## src/rtl/nshot_pkg.sv

```systemverilog
package nshot_pkg;

   // Register indices; byte address is four times the index
   localparam logic [15:0] IDX_RETIME_SRC = 16'h14d6;
   localparam logic [15:0] IDX_DRIVER_A = 16'h14d7;
   localparam logic [15:0] IDX_BURST_CTRL = 16'h14e0;
   localparam logic [15:0] IDX_CHAN_CTRL = 16'h14e1;
   localparam logic [15:0] IDX_STATUS = 16'h14e2;

   // Field positions
   localparam int RETIME_SEL_BIT = 0;
   localparam int BYPASS_BIT = 5;
   localparam int MODE_LSB = 3;
   localparam int COUNT_LSB = 0;
   localparam int GAPPED_BIT = 6;
   localparam int NSHOT_EN_BIT = 7;
   localparam int MUTE_REQ_BIT = 0;
   localparam int SW_TRIG_BIT = 1;
   localparam int PIN_SRC_BIT = 2;

   // Writable masks keep reserved bits at zero
   localparam logic [7:0] MASK_RETIME_SRC = 8'h01;
   localparam logic [7:0] MASK_DRIVER_A = 8'h3f;
   localparam logic [7:0] MASK_BURST_CTRL = 8'hff;
   localparam logic [7:0] MASK_CHAN_CTRL = 8'h07;

   // Reset values
   localparam logic [7:0] RST_REG = 8'h00;
   localparam logic [2:0] RST_SYNC = 3'h0;
   localparam logic [5:0] RST_COUNT = 6'h00;

   // Driver modes
   localparam logic [1:0] MODE_DIFF = 2'h0;
   localparam logic [1:0] MODE_SE_SAME = 2'h1;
   localparam logic [1:0] MODE_SE_SPLIT = 2'h2;

   localparam logic [1:0] RESP_OKAY = 2'h0;
   localparam logic [1:0] RESP_SLVERR = 2'h2;

   typedef struct packed {
      logic awvalid;
      logic [31:0] awaddr;
      logic wvalid;
      logic [31:0] wdata;
      logic [3:0] wstrb;
      logic bready;
      logic arvalid;
      logic [31:0] araddr;
      logic rready;
   } axil_req_t;

   typedef struct packed {
      logic awready;
      logic wready;
      logic bvalid;
      logic [1:0] bresp;
      logic arready;
      logic rvalid;
      logic [31:0] rdata;
      logic [1:0] rresp;
   } axil_rsp_t;

endpackage : nshot_pkg

```

## src/rtl/output_nshot_mute_driver_cfg.sv

```systemverilog
// Notes on behaviour
// - With burst mode on, the output stays muted except during a requested burst, save OUTPUT_PAIR_A_N held high in mode 3; software sets the divider to 8 or more.
// - Bit 0 of the retime source register picks the pin or register trigger (0) or the internal retiming block (1).
// - Bypass bit 5 clear retimes the mute request to avoid runt pulses on OUTPUT_PAIR_A_P; set, the channel mutes at once.
// - Driver mode 0 is differential, 1 is dual single-ended from the primary divider, 2 is split primary/complementary.
// - Burst request mode starts one burst per trigger rising edge; gapped mode repeats bursts while the trigger is high.
// - Each burst carries exactly the number of OUTPUT_PAIR_A_P pulses in the six-bit count field.
//
// Chosen here: the AXI4-Lite slave port.
`timescale 1ns/1ps
`default_nettype none
module output_nshot_mute_driver_cfg (
   input wire logic CLOCK,
   input wire logic SYS_RST,
   input wire nshot_pkg::axil_req_t AXI_REQ,
   output var nshot_pkg::axil_rsp_t AXI_RSP,
   input wire logic PRIMARY_DIVIDER_A,
   input wire logic COMPLEMENTARY_DIVIDER_A,
   input wire logic MULTIFUNCTION_PINS,
   output logic OUTPUT_PAIR_A_P,
   output logic OUTPUT_PAIR_A_N
);

   typedef struct packed {
      nshot_pkg::axil_rsp_t rsp;
      logic aw_full;
      logic [15:0] aw_idx;
      logic w_full;
      logic [7:0] w_data;
      logic w_lane;
      logic [7:0] retime_src;
      logic [7:0] driver_a;
      logic [7:0] burst_ctrl;
      logic [7:0] chan_ctrl;
      logic [2:0] sp;
      logic [2:0] sn;
      logic [2:0] sm;
      logic div_p;
      logic div_n;
      logic pin_trig;
      logic int_trig;
      logic trig_old;
      logic pend;
      logic [5:0] rem;
      logic mute_eff;
      logic out_p;
      logic out_n;
   } state_t;

   state_t r_q, r_d;

   // Word index from a byte address
   function automatic logic [15:0] word_idx(input logic [31:0] addr);
      word_idx = addr[17:2];
   endfunction : word_idx

   // Synchroniser step: filtered level moves once the second and third stages agree
   function automatic logic filt(input logic [2:0] s, input logic old);
      filt = (s[1] == s[2]) ? s[2] : old;
   endfunction : filt

   logic ext_trig, trig, rise_p, fall_p, gate, burst_en, gapped, bypass;
   logic [1:0] mode;
   logic [7:0] rd_byte;
   logic rd_hit;

   // Register-derived controls and trigger source selection
   always_comb begin
      burst_en = r_q.burst_ctrl[nshot_pkg::NSHOT_EN_BIT];
      gapped = r_q.burst_ctrl[nshot_pkg::GAPPED_BIT];
      bypass = r_q.driver_a[nshot_pkg::BYPASS_BIT];
      mode = r_q.driver_a[nshot_pkg::MODE_LSB +: 2];
      ext_trig = r_q.chan_ctrl[nshot_pkg::PIN_SRC_BIT] ? r_q.pin_trig : r_q.chan_ctrl[nshot_pkg::SW_TRIG_BIT];
      trig = r_q.retime_src[nshot_pkg::RETIME_SEL_BIT] ? r_q.int_trig : ext_trig;
      rise_p = filt(r_q.sp, r_q.div_p) & ~r_q.div_p;
      fall_p = ~filt(r_q.sp, r_q.div_p) & r_q.div_p;
   end

   // Read mux; unlisted bits stay zero
   always_comb begin
      rd_hit = 1'b1;
      case (word_idx(AXI_REQ.araddr))
         nshot_pkg::IDX_RETIME_SRC: rd_byte = r_q.retime_src;
         nshot_pkg::IDX_DRIVER_A: rd_byte = r_q.driver_a;
         nshot_pkg::IDX_BURST_CTRL: rd_byte = r_q.burst_ctrl;
         nshot_pkg::IDX_CHAN_CTRL: rd_byte = r_q.chan_ctrl;
         nshot_pkg::IDX_STATUS: rd_byte = {4'h0, r_q.mute_eff, r_q.pend, r_q.rem != 6'h00, r_q.int_trig};
         default: begin
            rd_hit = 1'b0;
            rd_byte = 8'h00;
         end
      endcase
   end

   // Next-state logic for bus slave, synchronisers, burst engine and driver
   always_comb begin
      r_d = r_q;
      // Address and data are taken in either order; the response waits for both
      if (AXI_REQ.awvalid && r_q.rsp.awready) begin
         r_d.aw_full = 1'b1;
         r_d.aw_idx = word_idx(AXI_REQ.awaddr);
      end
      if (AXI_REQ.wvalid && r_q.rsp.wready) begin
         r_d.w_full = 1'b1;
         r_d.w_data = AXI_REQ.wdata[7:0];
         r_d.w_lane = AXI_REQ.wstrb[0];
      end
      if (r_q.rsp.bvalid && AXI_REQ.bready) begin
         r_d.rsp.bvalid = 1'b0;
      end
      if (r_d.aw_full && r_d.w_full && !r_d.rsp.bvalid) begin
         r_d.aw_full = 1'b0;
         r_d.w_full = 1'b0;
         r_d.rsp.bvalid = 1'b1;
         r_d.rsp.bresp = nshot_pkg::RESP_OKAY;
         case (r_d.aw_idx)
            nshot_pkg::IDX_RETIME_SRC: begin
               if (r_d.w_lane) r_d.retime_src = r_d.w_data & nshot_pkg::MASK_RETIME_SRC;
            end
            nshot_pkg::IDX_DRIVER_A: begin
               if (r_d.w_lane) r_d.driver_a = r_d.w_data & nshot_pkg::MASK_DRIVER_A;
            end
            nshot_pkg::IDX_BURST_CTRL: begin
               if (r_d.w_lane) r_d.burst_ctrl = r_d.w_data & nshot_pkg::MASK_BURST_CTRL;
            end
            nshot_pkg::IDX_CHAN_CTRL: begin
               if (r_d.w_lane) r_d.chan_ctrl = r_d.w_data & nshot_pkg::MASK_CHAN_CTRL;
            end
            nshot_pkg::IDX_STATUS: r_d.rsp.bresp = nshot_pkg::RESP_OKAY;
            default: r_d.rsp.bresp = nshot_pkg::RESP_SLVERR;
         endcase
      end
      r_d.rsp.awready = !r_d.aw_full && !r_d.rsp.bvalid;
      r_d.rsp.wready = !r_d.w_full && !r_d.rsp.bvalid;
      // Read: one outstanding, data registered with the accept
      if (r_q.rsp.rvalid && AXI_REQ.rready) begin
         r_d.rsp.rvalid = 1'b0;
      end
      if (AXI_REQ.arvalid && r_q.rsp.arready) begin
         r_d.rsp.rvalid = 1'b1;
         r_d.rsp.rdata = {24'h00_0000, rd_byte};
         r_d.rsp.rresp = rd_hit ? nshot_pkg::RESP_OKAY : nshot_pkg::RESP_SLVERR;
      end
      r_d.rsp.arready = !r_d.rsp.rvalid;
      // Three-stage synchronisers on pins from outside this clock
      r_d.sp = {r_q.sp[1:0], PRIMARY_DIVIDER_A};
      r_d.sn = {r_q.sn[1:0], COMPLEMENTARY_DIVIDER_A};
      r_d.sm = {r_q.sm[1:0], MULTIFUNCTION_PINS};
      r_d.div_p = filt(r_q.sp, r_q.div_p);
      r_d.div_n = filt(r_q.sn, r_q.div_n);
      r_d.pin_trig = filt(r_q.sm, r_q.pin_trig);
      // Internal retiming block: trigger sampled on the divider falling edge
      if (fall_p) r_d.int_trig = ext_trig;
      // Trigger turns into a pending request; set wins over the consume below
      r_d.trig_old = trig;
      if (gapped ? trig : (trig && !r_q.trig_old)) r_d.pend = 1'b1;
      // A burst loads only while the divider is low, so its first pulse is whole
      if (r_q.pend && !r_d.div_p && r_q.rem == 6'h00 && !rise_p) begin
         r_d.rem = r_q.burst_ctrl[nshot_pkg::COUNT_LSB +: 6];
         r_d.pend = gapped ? trig : (trig && !r_q.trig_old);
      end else if (fall_p && r_q.rem != 6'h00) begin
         r_d.rem = r_q.rem - 6'h01;
      end
      if (!burst_en) begin
         r_d.rem = nshot_pkg::RST_COUNT;
         r_d.pend = 1'b0;
      end
      // Mute follows the request at once, or only while the divider is low
      if (bypass || !r_d.div_p) r_d.mute_eff = r_q.chan_ctrl[nshot_pkg::MUTE_REQ_BIT];
      // Gate stays shut between bursts when burst mode is on
      gate = (!burst_en || r_d.rem != 6'h00) && !r_d.mute_eff;
      r_d.out_p = r_d.div_p && gate;
      case (mode)
         nshot_pkg::MODE_DIFF: r_d.out_n = !r_d.out_p;
         nshot_pkg::MODE_SE_SAME: r_d.out_n = r_d.out_p;
         nshot_pkg::MODE_SE_SPLIT: r_d.out_n = r_d.div_n && gate;
         default: r_d.out_n = !r_d.out_p;
      endcase
      if (!gate && mode == nshot_pkg::MODE_DIFF) r_d.out_n = 1'b0;
   end

   // State register
   always_ff @(posedge CLOCK or posedge SYS_RST) begin
      if (SYS_RST) begin
         r_q <= '0;
      end else begin
         r_q <= r_d;
      end
   end

   assign AXI_RSP = r_q.rsp;
   assign OUTPUT_PAIR_A_P = r_q.out_p;
   assign OUTPUT_PAIR_A_N = r_q.out_n;

   // Checks on the driven behaviour
   a_idle_gate_shut: assert property (@(posedge CLOCK) disable iff (SYS_RST)
      ($past(burst_en) && burst_en && r_q.rem == 6'h00) |-> !OUTPUT_PAIR_A_P)
      else $error("Output pulsed outside a burst");

   a_source_select: assert property (@(posedge CLOCK) disable iff (SYS_RST)
      (!gapped && $past(!gapped) && $rose(trig)) |=> r_q.pend || !burst_en || r_q.rem != 6'h00)
      else $error("Selected trigger source did not raise a request");

   a_mute_bypass: assert property (@(posedge CLOCK) disable iff (SYS_RST)
      (bypass && r_q.chan_ctrl[nshot_pkg::MUTE_REQ_BIT]) |=> !OUTPUT_PAIR_A_P)
      else $error("Bypassed mute did not act at once");

   a_mute_retimed: assert property (@(posedge CLOCK) disable iff (SYS_RST)
      ($rose(r_q.mute_eff) && !$past(bypass)) |-> !r_q.div_p)
      else $error("Retimed mute changed while divider high");

   a_mode_routing: assert property (@(posedge CLOCK) disable iff (SYS_RST)
      ($past(mode) == nshot_pkg::MODE_SE_SAME) |-> OUTPUT_PAIR_A_N == OUTPUT_PAIR_A_P)
      else $error("Dual single-ended mode not copying primary");

   a_gapped_repeat: assert property (@(posedge CLOCK) disable iff (SYS_RST)
      (gapped && trig && burst_en) |=> r_q.pend || r_q.rem != 6'h00 || !burst_en || !gapped)
      else $error("Gapped mode stopped while trigger high");

   a_burst_load: assert property (@(posedge CLOCK) disable iff (SYS_RST)
      ($past(r_q.rem) == 6'h00 && r_q.rem != 6'h00) |-> r_q.rem == $past(r_q.burst_ctrl[5:0]))
      else $error("Burst loaded with wrong count");

   a_reserved_zero: assert property (@(posedge CLOCK) disable iff (SYS_RST)
      r_q.rsp.rvalid |-> r_q.rsp.rdata[31:8] == 24'h00_0000 && r_q.driver_a[7:6] == 2'h0 && r_q.retime_src[7:1] == 7'h00)
      else $error("Reserved bits not zero");

endmodule : output_nshot_mute_driver_cfg
`default_nettype wire

```

## config.mk

```make
export PLATFORM = sky130hd
export DESIGN_NAME = output_nshot_mute_driver_cfg
export DESIGN_NICKNAME = d
export VERILOG_FILES = /design/src/rtl/nshot_pkg.sv /design/src/rtl/output_nshot_mute_driver_cfg.sv
export SDC_FILE = /design/constraint.sdc
export NUM_CORES = 1
export LEC_CHECK = 0
export ABC_CLOCK_PERIOD_IN_PS = 3600
export BUFFER_PORTS_ARGS = -buffer_cell sky130_fd_sc_hd__buf_2
export CAP_MARGIN = 40
export CORE_MARGIN = 2
export CORE_UTILIZATION = 49
export DETAILED_ROUTE_END_ITERATION = 8
export GPL_TIMING_DRIVEN = 0
export PLACE_DENSITY_LB_ADDON = 0.08
export RECOVER_POWER = 100
export SLEW_MARGIN = 20
export SYNTH_ARGS = -nofsm -noshare
export SYNTH_HDL_FRONTEND = slang
export SYNTH_SLANG_ARGS = --single-unit
```

## constraint.sdc

```tcl
create_clock -name CLOCK -period 3.6 [get_ports CLOCK]
set_input_delay 0.72 -clock CLOCK [delete_from_list [all_inputs] [get_ports CLOCK]]
set_output_delay 0.72 -clock CLOCK [all_outputs]
set_load 0.02 [all_outputs]
```

==> results of run 1 <==
-- worst paths after layout --
kind	start	to	slack (ns)	cells past startpoint
min in group asynchronous	SYS_RST	r_d[20]	0.66	2
setup / recovery	AXI_REQ[104]	r_q[33]	0.84	8
setup reg to reg	AXI_RSP[40]	r_q[33]	0.93	7
max in group asynchronous	SYS_RST	AXI_RSP[9]	1.13	3
hold reg to reg	r_d[19]	r_d[20]	0.35	0
hold / removal	r_d[19]	r_d[20]	0.35	0
-- cell families after synthesis --
group | count (synthesis) | share of synthesized area (%)
flip-flops | 84 | 51.3
AND/OR/NAND/NOR | 92 | 12.8
adder cells (fa/ha/maj) | 8 | 2.29
buffers and inverters | 68 | 10.3
AO/OA/AOI/OAI | 52 | 8.67
other | 1 | 0.0915
multiplexers | 51 | 14.6
-- cell usage after synthesis (2+ instances only) --
cell type   n  area (sq um)
dfrtp_1    84          2100
buf_4      42           315
mux2_2     35           394
inv_1      20          75.1
nand2_1    19          71.3
nor2_1     16          60.1
o21ai_0    15          75.1
a21oi_1    13          65.1
mux2_4      9           135
mux2i_1     7          70.1
nand3_1     7          35.0
nor3_1      7          35.0
nand4_1     6          37.5
ha_1        5          62.6
nor2b_1     5          31.3
a31oi_1     4          25.0
clkbuf_1    4          15.0
nor4bb_1    4          40.0
or3_1       4          25.0
a22o_1      3          26.3
nor3b_1     3          22.5
nor4_1      3          18.8
and2_1      2          12.5
maj3_1      2          20.0
o21a_1      2          15.0
o31a_1      2          17.5
or2_2       2          12.5
or3_4       2          22.5
-- per-layer routing --
| metal | vias up | global-route usage (%) | wire [um] |
|---|---|---|---|
| li1 | 1401 | - | - |
| met1 | 1355 | 24.3 | 3340 |
| met2 | 68 | 28.7 | 3800 |
| met3 | 15 | 3.48 | 364 |
| met4 | 0 | 7.50 | 160 |
| met5 | - | 0 | 0 |
-- sequential cells by signal, summed over array words and instances (netlist names) --
register	cells
mode	2
bypass	1
r_d	6
burst_en	1
r_q	56
gapped	1
OUTPUT_PAIR_A_N	1
AXI_RSP	15
OUTPUT_PAIR_A_P	1
-- area by class of cell --
| class | count | area (sq um) |
|---|---|---|
| well taps | 105 | 131 |
| fillers | 717 | 3370 |
| clock buffers | 10 | 138 |
| multi-input cells | 229 | 1620 |
| repair buffers | 67 | 312 |
| flip-flops and latches | 84 | 2100 |
| inverters | 20 | 76.3 |
| clock inverters | 6 | 93.8 |
| plain buffers | 48 | 334 |
-- critical path, cell delays in order --
cell	delay, ns
clkbuf_1	0.09
nand2_1	0.26
or4_1	0.47
o21ai_0	0.40
nand2_1	0.11
or3_1	0.31
clkbuf_1	0.25
mux2_1	0.37
-- through the flow --
step / hold slack [ns] / utilization [%] / setup TNS (ns) / instances
finish: 0.347 / 58.8 / 0 / 569
CTS: 0.347 / 60.1 / 0 / 569
global placement: 0.334 / 56.9 / -23.96 / 552
detailed placement: 0.335 / 57.3 / 0 / 553
floorplan: 0.331 / - / 0 / 381
global route: 0.369 / 58.8 / 0 / 569
-- where the power goes --
part           switching [mW]  internal, mW
clock                   0.348         0.416
sequential             0.0717          1.13
combinational           0.289         0.242
total                   0.708          1.79
==> qor.yml, run 1 <==
synth_edf_count: 0
netlist_area_sq_um: 4100
boundaryPins: 153
design_area_sq_um: 4800
arrival_ns: 2.99
final_cell_mix: "84 x dfrtp_1, 47 x buf_2, 41 x buf_4"
ant_nets: 0
hp-class: "reg -> reg"
synth_flop_cell: "dfrtp_1"
fin_ws_ns: 0.841
fmaxAchievable_mhz: 362
synth-seq-area-share_pct: 51.3
tightest_slew_ns: 1.37
worstSetupPathType: "in -> reg"
wirelength_mm: 7.67
final_nets: 574
coreArea_sq_um: 8180
dieHeight_um: 95.5
die_area_sq_um: 9110
drive_above_1_share_pct: 30.6
setup_viol: 0
syn_inst: 356
rows: 33
rsz0062_at_grt: "false"
crit_path_max_fanout: 9
place_ws_ns: 0.850
clk_path_buf_depth: 2
drv_slew: 0
worst_setup_path_start_kind: "input port"
drt_drc_violations_left: 0
post-route-period-util_pct: 76.6
diodes: 0
grt_pass1_wl_mm: 12.7
final_common_cell: "dfrtp_1"
drt_iter0_drc: 85
totalPowerFinal_mw: 2.49
cts_tree: "built"
synth_seq_cells: 84
grt_max_degree: 54
die_w_um: 95.5
cts_buffers: 9
placed_area_sq_um: 4680
critPathCaptureType: "flop"
cap_viol_max_count: 0
yosys_warnings: 0
area_delta_synth_final_pct: 17.2
initial_utilization_pct: 50.1
clk-insertion-delay-late_ns: 0.35
leakagePower_nw: 2.30
dpl.hpwl_mm: 5.89
wl_per_cell_um: 13.5
status: "completed"
ys_types: 57
cts-root-buf: "clkbuf_8"
slew_headroom_pct: 8.00
p_per_area_nw_per_um2: 519
track_usage_pct: 18.0
via_per_inst: 4.99
dr.pass1.iters: 4
hold_buffers: 0
required_ns: 3.83
globalplace.congestion: 0.865
synthArstFlopShare_pct: 100
ir_worst_vdd_v: 0.000369
skew_ns: 0.0104
port_buffers: 66
grt_antenna_before_repair: 0
syn_area_per_cell_sq_um: 11.5
num_vias: 2839
post-route-min-period_ns: 2.76
overflow: 0
grt_pass1_vias: 2748
clk_pin_slew_worst_paths_ns: 0.09
hold_viol: 0
clock-sinks: 84
cts-resized-gates: 0
postCtsSetupBuffers: 0
htreeDepth: 3
(Power assumes the default switching activity.)
==> run 2: changes to the inputs <==
--- a/config.mk
+++ b/config.mk
@@ -5,7 +5,7 @@
 export SDC_FILE = /design/constraint.sdc
 export NUM_CORES = 1
 export LEC_CHECK = 0
-export ABC_CLOCK_PERIOD_IN_PS = 3600
+export ABC_CLOCK_PERIOD_IN_PS = 2900
 export BUFFER_PORTS_ARGS = -buffer_cell sky130_fd_sc_hd__buf_2
 export CAP_MARGIN = 40
 export CORE_MARGIN = 2
==> constraint.sdc (replaced) <==
create_clock -name CLOCK -period 2.9 [get_ports CLOCK]
set_input_delay 0.58 -clock CLOCK [delete_from_list [all_inputs] [get_ports CLOCK]]
set_output_delay 0.58 -clock CLOCK [all_outputs]
set_load 0.02 [all_outputs]
==> run 2 against run 1 <==
The run now ends with max-capacitance violations left. Non-clock buffer count unchanged. First-iteration DRC count is 20% higher. Register-to-register slack worse by 0.59 ns. Sequential share of layout area shrank 0.53 points. Global-route usage did not move. Critical endpoint is now OUTPUT_PAIR_A_N. Highest routed layer unchanged.
==> qor.yml, run 2 (synthesized netlist as in run 1, its figures left out) <==
status: "complete, but fails checks"
violations: "max-capacitance violations"
post-route-period-util_pct: 88.2
tightest_slew_ns: 1.47  # +0.0991 ns
grt_max_degree: 54  # unchanged
final_cell_mix: "84 x dfrtp_1, 49 x buf_2, 42 x buf_4"
final_common_cell: "dfrtp_1"
drv_slew: 0  # unchanged
whs_path_depth: 1  # +1
htreeDepth: 3  # unchanged
cts-root-buf: "clkbuf_8"
clock-sinks: 84  # unchanged
crit_path_max_fanout: 10  # +1
initial_utilization_pct: 50.1  # unchanged
grt_pass1_wl_mm: 12.7  # unchanged
num_vias: 2848  # +0.32%
r2r_cells: 7  # unchanged
ant_nets: 0  # unchanged
area_delta_synth_final_pct: 18.6
slew_headroom_pct: 1.36  # -6.6 points
setup_viol: 0  # unchanged
coreArea_sq_um: 8180  # unchanged
regMostFlops: "r_q"
placed_area_sq_um: 4680  # unchanged
worst_setup_path_start_kind: "flop"
arrival_ns: 2.79  # -0.20 ns
largest_reg_flops: 56  # unchanged
design_area_sq_um: 4860  # +1.2%
postCtsSetupBuffers: 0  # unchanged
fmaxAchievable_mhz: 391
overflow: 0  # unchanged
diodes: 0  # unchanged
use_met2_pct: 28.7  # unchanged
clk_pin_slew_worst_paths_ns: 0.09  # about the same
wirelength_mm: 7.67  # about the same
p_per_area_nw_per_um2: 639  # +23%
drt_iter0_drc: 102  # +20%
clk-insertion-delay-late_ns: 0.35  # about the same
via_per_inst: 5.01  # +0.32%
rows: 33  # unchanged
cap_viol_max_count: 1  # +1
boundaryPins: 153  # unchanged
grt_most_used_layer: "met2"
post-route-min-period_ns: 2.56
track_usage_pct: 18.0  # unchanged
drive_above_1_share_pct: 32.8  # +2.2 points
grt_antenna_before_repair: 0  # unchanged
globalplace.congestion: 0.865  # unchanged
skew_ns: 0.0107  # +0.000297 ns
met1_usage_pct: 24.3  # unchanged
hp-class: "in -> reg"
die_area_sq_um: 9110  # unchanged
port_buffers: 66  # unchanged
totalPowerFinal_mw: 3.11  # +25%
hold_buffers: 0  # unchanged
grt_use_met3_pct: 3.48  # unchanged
cts_buffers: 9  # unchanged
required_ns: 3.14  # -0.69 ns
grt_pass1_vias: 2748  # unchanged
ir_worst_vdd_v: 0.000458  # +24%
worstSetupPathType: "reg -> reg"
drt_drc_violations_left: 0  # unchanged
hold_viol: 0  # unchanged
dr.pass1.iters: 4  # unchanged
dpl.hpwl_mm: 5.89  # unchanged
die_w_um: 95.5  # unchanged
clk_path_buf_depth: 2  # unchanged
dieHeight_um: 95.5  # unchanged
critPathCaptureType: "flop"
rsz0062_at_grt: "false"
cts-resized-gates: 0  # unchanged
final_nets: 574  # unchanged
wl_per_cell_um: 13.5  # about the same
leakagePower_nw: 2.33  # +1.3%
cts_tree: "built"
[run 2: cell count changes in the layout (fill, tap and decap cells not counted), sizes merged]
cell	previous run	this run
clkbuf	37	33
buf	88	92
[run 2: through the flow]
step	util [%]	worst slack [ns]	TNS [ns]	hold WS, ns	cells
after CTS	60.1	0.433	0	0.234	569
after floorplan	-	0.155	0	0.331	381
after global placement	56.9	-0.850	-71.00	0.334	552
after global routing	59.5	0.130	0	0.309	569
after detailed placement	57.3	0.290	0	0.335	553
final	59.5	0.342	0	0.328	569
[run 2: final timing paths]
| path | from | to | slack, ns |
|---|---|---|---|
| worst min-delay path | MULTIFUNCTION_PINS | r_d[16] | 0.33 |
| worst max register to register | r_q[14] | OUTPUT_PAIR_A_N | 0.34 |
| min in group asynchronous | SYS_RST | r_d[20] | 0.56 |
| max in group asynchronous | SYS_RST | r_q[33] | 1.52 |
| worst min register to register | r_d[19] | r_d[20] | 0.35 |
| worst max-delay path | r_q[14] | OUTPUT_PAIR_A_N | 0.34 |
[run 2: routing by layer]
| metal | routed length, um | share of wire, % |
|---|---|---|
| met1 | 3360 | 44 |
| met2 | 3790 | 49 |
| met3 | 353 | 4.6 |
| met4 | 159 | 2.1 |
| met5 | 0 | 0 |
[run 2: worst max-delay path, stage by stage (launching register included)]
cell	delay (ns)
dfrtp_1	0.42
maj3_1	0.40
clkbuf_1	0.25
o31a_1	0.30
o41ai_1	0.37
a41oi_1	0.11
a41oi_2	0.25
mux2_1	0.35
[run 2: cell type report]
| cell class | instances | area, sq um |
|---|---|---|
| Fill cell | 704 | 3310 |
| Sequential cell | 84 | 2100 |
| Multi-Input combinational cell | 229 | 1650 |
| Buffer | 48 | 338 |
| Timing Repair Buffer | 67 | 337 |
| Clock buffer | 10 | 138 |
| Tap cell | 105 | 131 |
| Clock inverter | 6 | 93.8 |
| Inverter | 20 | 76.3 |
[run 2: where the power goes]
| group | total (mW) | switching [mW] | internal [mW] | leakage [nW] |
|---|---|---|---|---|
| combinational | 0.669 | 0.364 | 0.305 | 1.15 |
| clock | 0.948 | 0.432 | 0.516 | 0.113 |
| sequential | 1.49 | 0.0893 | 1.40 | 1.06 |
| total | 3.11 | 0.885 | 2.22 | 2.33 |
==> run 3: changes to the inputs <==
--- a/config.mk
+++ b/config.mk
@@ -9,7 +9,8 @@
 export BUFFER_PORTS_ARGS = -buffer_cell sky130_fd_sc_hd__buf_2
 export CAP_MARGIN = 40
 export CORE_MARGIN = 2
-export CORE_UTILIZATION = 49
+export CORE_UTILIZATION = 50
+export CTS_BUF_LIST = sky130_fd_sc_hd__clkbuf_4 sky130_fd_sc_hd__clkbuf_8
 export DETAILED_ROUTE_END_ITERATION = 8
 export GPL_TIMING_DRIVEN = 0
 export PLACE_DENSITY_LB_ADDON = 0.08
==> run 3 against run 2 <==
The run ends with max-capacitance violations, max-slew violations left. Final cell count did not move. Clock skew decreased by 0.0035 ns. Wire length is 2.5% higher. Fmax decreased by 2.2%. Sequential cell count unchanged. Count of clock-buffer cells in the layout unchanged. Highest routed layer unchanged. Worst hold slack gained 0.0054 ns. First-iteration DRC count increased by 15%. Power grew 1.6%.
==> qor.yml, run 3 (synthesized netlist as in run 1, its figures left out) <==
drv_slew: 41  # +41
grt_max_degree: 45  # -17%
rows: 33  # unchanged
violations: "max-capacitance violations, max-slew violations"
drive_above_1_share_pct: 31.5  # -1.3 points
dp_cells: 553  # unchanged
clock-sinks: 84  # unchanged
rsz0062_at_grt: "false"
port_buffers: 66  # unchanged
cts-root-buf: "clkbuf_8"
max_stage_delay_ns: 0.42  # about the same
postCtsSetupBuffers: 0  # unchanged
clk-insertion-delay-late_ns: 0.34  # about the same
cap_viol_max_count: 1  # unchanged
slew_headroom_pct: -22.7  # -24 points
dieHeight_um: 94.5  # -0.96%
final_common_cell: "dfrtp_1"
hold_viol: 0  # unchanged
track_usage_pct: 19.1  # +1.0 points
die_w_um: 94.5  # -0.96%
final_cell_mix: "84 x dfrtp_1, 49 x buf_2, 41 x buf_4"
required_ns: 3.12  # -0.02 ns
boundaryPins: 153  # unchanged
path_cells: "maj3_1, clkbuf_1, o31a_1, o41ai_1, a41oi_1, a41oi_2, mux2_1"
arrival_ns: 2.84  # +0.05 ns
fmaxAchievable_mhz: 382  # -2.2%
overflow: 0  # unchanged
ir_worst_vdd_v: 0.000588  # +28%
regMostFlops: "r_q"
post-route-min-period_ns: 2.62  # +0.0580 ns
grt_antenna_before_repair: 0  # unchanged
crit_path_max_fanout: 10  # unchanged
largest_reg_flops: 56  # unchanged
wirelength_mm: 7.86  # +2.5%
post-route-period-util_pct: 90.2  # +2.0 points
hp-class: "in -> reg"
critical_path.slowest_cell: "dfrtp_1"
p_per_area_nw_per_um2: 651  # +1.8%
area_delta_synth_final_pct: 18.3
ant_nets: 0  # unchanged
cts-resized-gates: 0  # unchanged
grt_pass1_vias: 2798  # +1.8%
status: "complete, but fails checks"
setup_viol: 0  # unchanged
clk_path_buf_depth: 2  # unchanged
skew_ns: 0.00724  # -0.00350 ns
drt_drc_violations_left: 0  # unchanged
final_nets: 574  # unchanged
fillers: 746  # +6.0%
fin_ws_ns: 0.284  # -0.0580 ns
grt_pass1_wl_mm: 13.1  # +3.4%
drt_iter0_drc: 117  # +15%
num_vias: 2863  # +0.53%
fin_cells: 569  # unchanged
fin_tns_setup_ns: 0  # unchanged
worst_setup_path_start_kind: "flop"
initial_utilization_pct: 50.6  # +0.51 points
dr.pass1.iters: 4  # unchanged
diodes: 0  # unchanged
leakagePower_nw: 2.32  # -0.31%
critPathCaptureType: "flop"
via_per_inst: 5.03  # +0.53%
globalplace.congestion: 0.847  # -2.1%
worstSetupPathType: "reg -> reg"
clk_pin_slew_worst_paths_ns: 0.08  # about the same
dpl.hpwl_mm: 5.95  # +1.1%
wl_per_cell_um: 13.8  # +2.5%
tightest_slew_ns: 1.83  # +0.359 ns
cts_tree: "built"
place_ws_ns: 0.284  # -0.00552 ns
die_area_sq_um: 8940  # -1.9%
coreArea_sq_um: 8090  # -1.0%
cts_buffers: 9  # unchanged
htreeDepth: 3  # unchanged
hold_buffers: 0  # unchanged
## run 3: power breakdown
group / internal [mW] / switching, mW
sequential: 1.40 / 0.0918
combinational: 0.304 / 0.367
clock: 0.583 / 0.409
## run 3: metal layers
| layer | up-vias | routed length (um) | GRT usage, % |
|---|---|---|---|
| met5 | - | 0 | 0 |
| met4 | 0 | 136 | 7.25 |
| met3 | 13 | 296 | 2.79 |
| met2 | 59 | 3950 | 31.3 |
| met1 | 1392 | 3470 | 25.8 |
| li1 | 1399 | - | - |
## run 3: critical path: cells and delay by family, from the launching register on
| family | cells | cell delay (ns) |
|---|---|---|
| AOI/OAI and AO/OA | 4 | 1.09 |
| adders and majority gates | 1 | 0.39 |
| buffers and inverters | 1 | 0.24 |
| DFF | 1 | 0.42 |
| muxes | 1 | 0.35 |
## run 3: final timing paths
path / start / end / slack, ns / cells past startpoint
worst min register to register: r_d[19] / r_d[20] / 0.36 / 0
worst min-delay path: MULTIFUNCTION_PINS / r_d[16] / 0.33 / 1
min in group asynchronous: SYS_RST / AXI_RSP[8] / 0.69 / 2
worst max-delay path: r_q[23] / OUTPUT_PAIR_A_N / 0.28 / 7
worst max register to register: r_q[23] / OUTPUT_PAIR_A_N / 0.28 / 7
max in group asynchronous: SYS_RST / r_q[10] / 1.35 / 3
## run 3: area by class of cell
class,instances,area [sq um],area share (%)
buffer,48,335,6.91
clock buffer,10,131,2.71
clock inverter,6,113,2.32
inverter,20,76.3,1.57
multi-input combinational,229,1620,33.5
sequential,84,2100,43.3
tap,105,131,2.71
timing repair buffer,67,337,6.94
## run 3: through the flow
stage / power (mW) / util [%] / hold slack (ns) / area, sq um
after global placement: 2.19 / 57.5 / 0.332 / 4650
after global routing: 3.34 / 59.9 / 0.324 / 4850
final: 3.16 / 59.9 / 0.333 / 4850
after detailed placement: 2.22 / 57.9 / 0.342 / 4680
after floorplan: 2.04 / - / 0.331 / 4190
after CTS: 3.22 / 60.9 / 0.286 / 4930
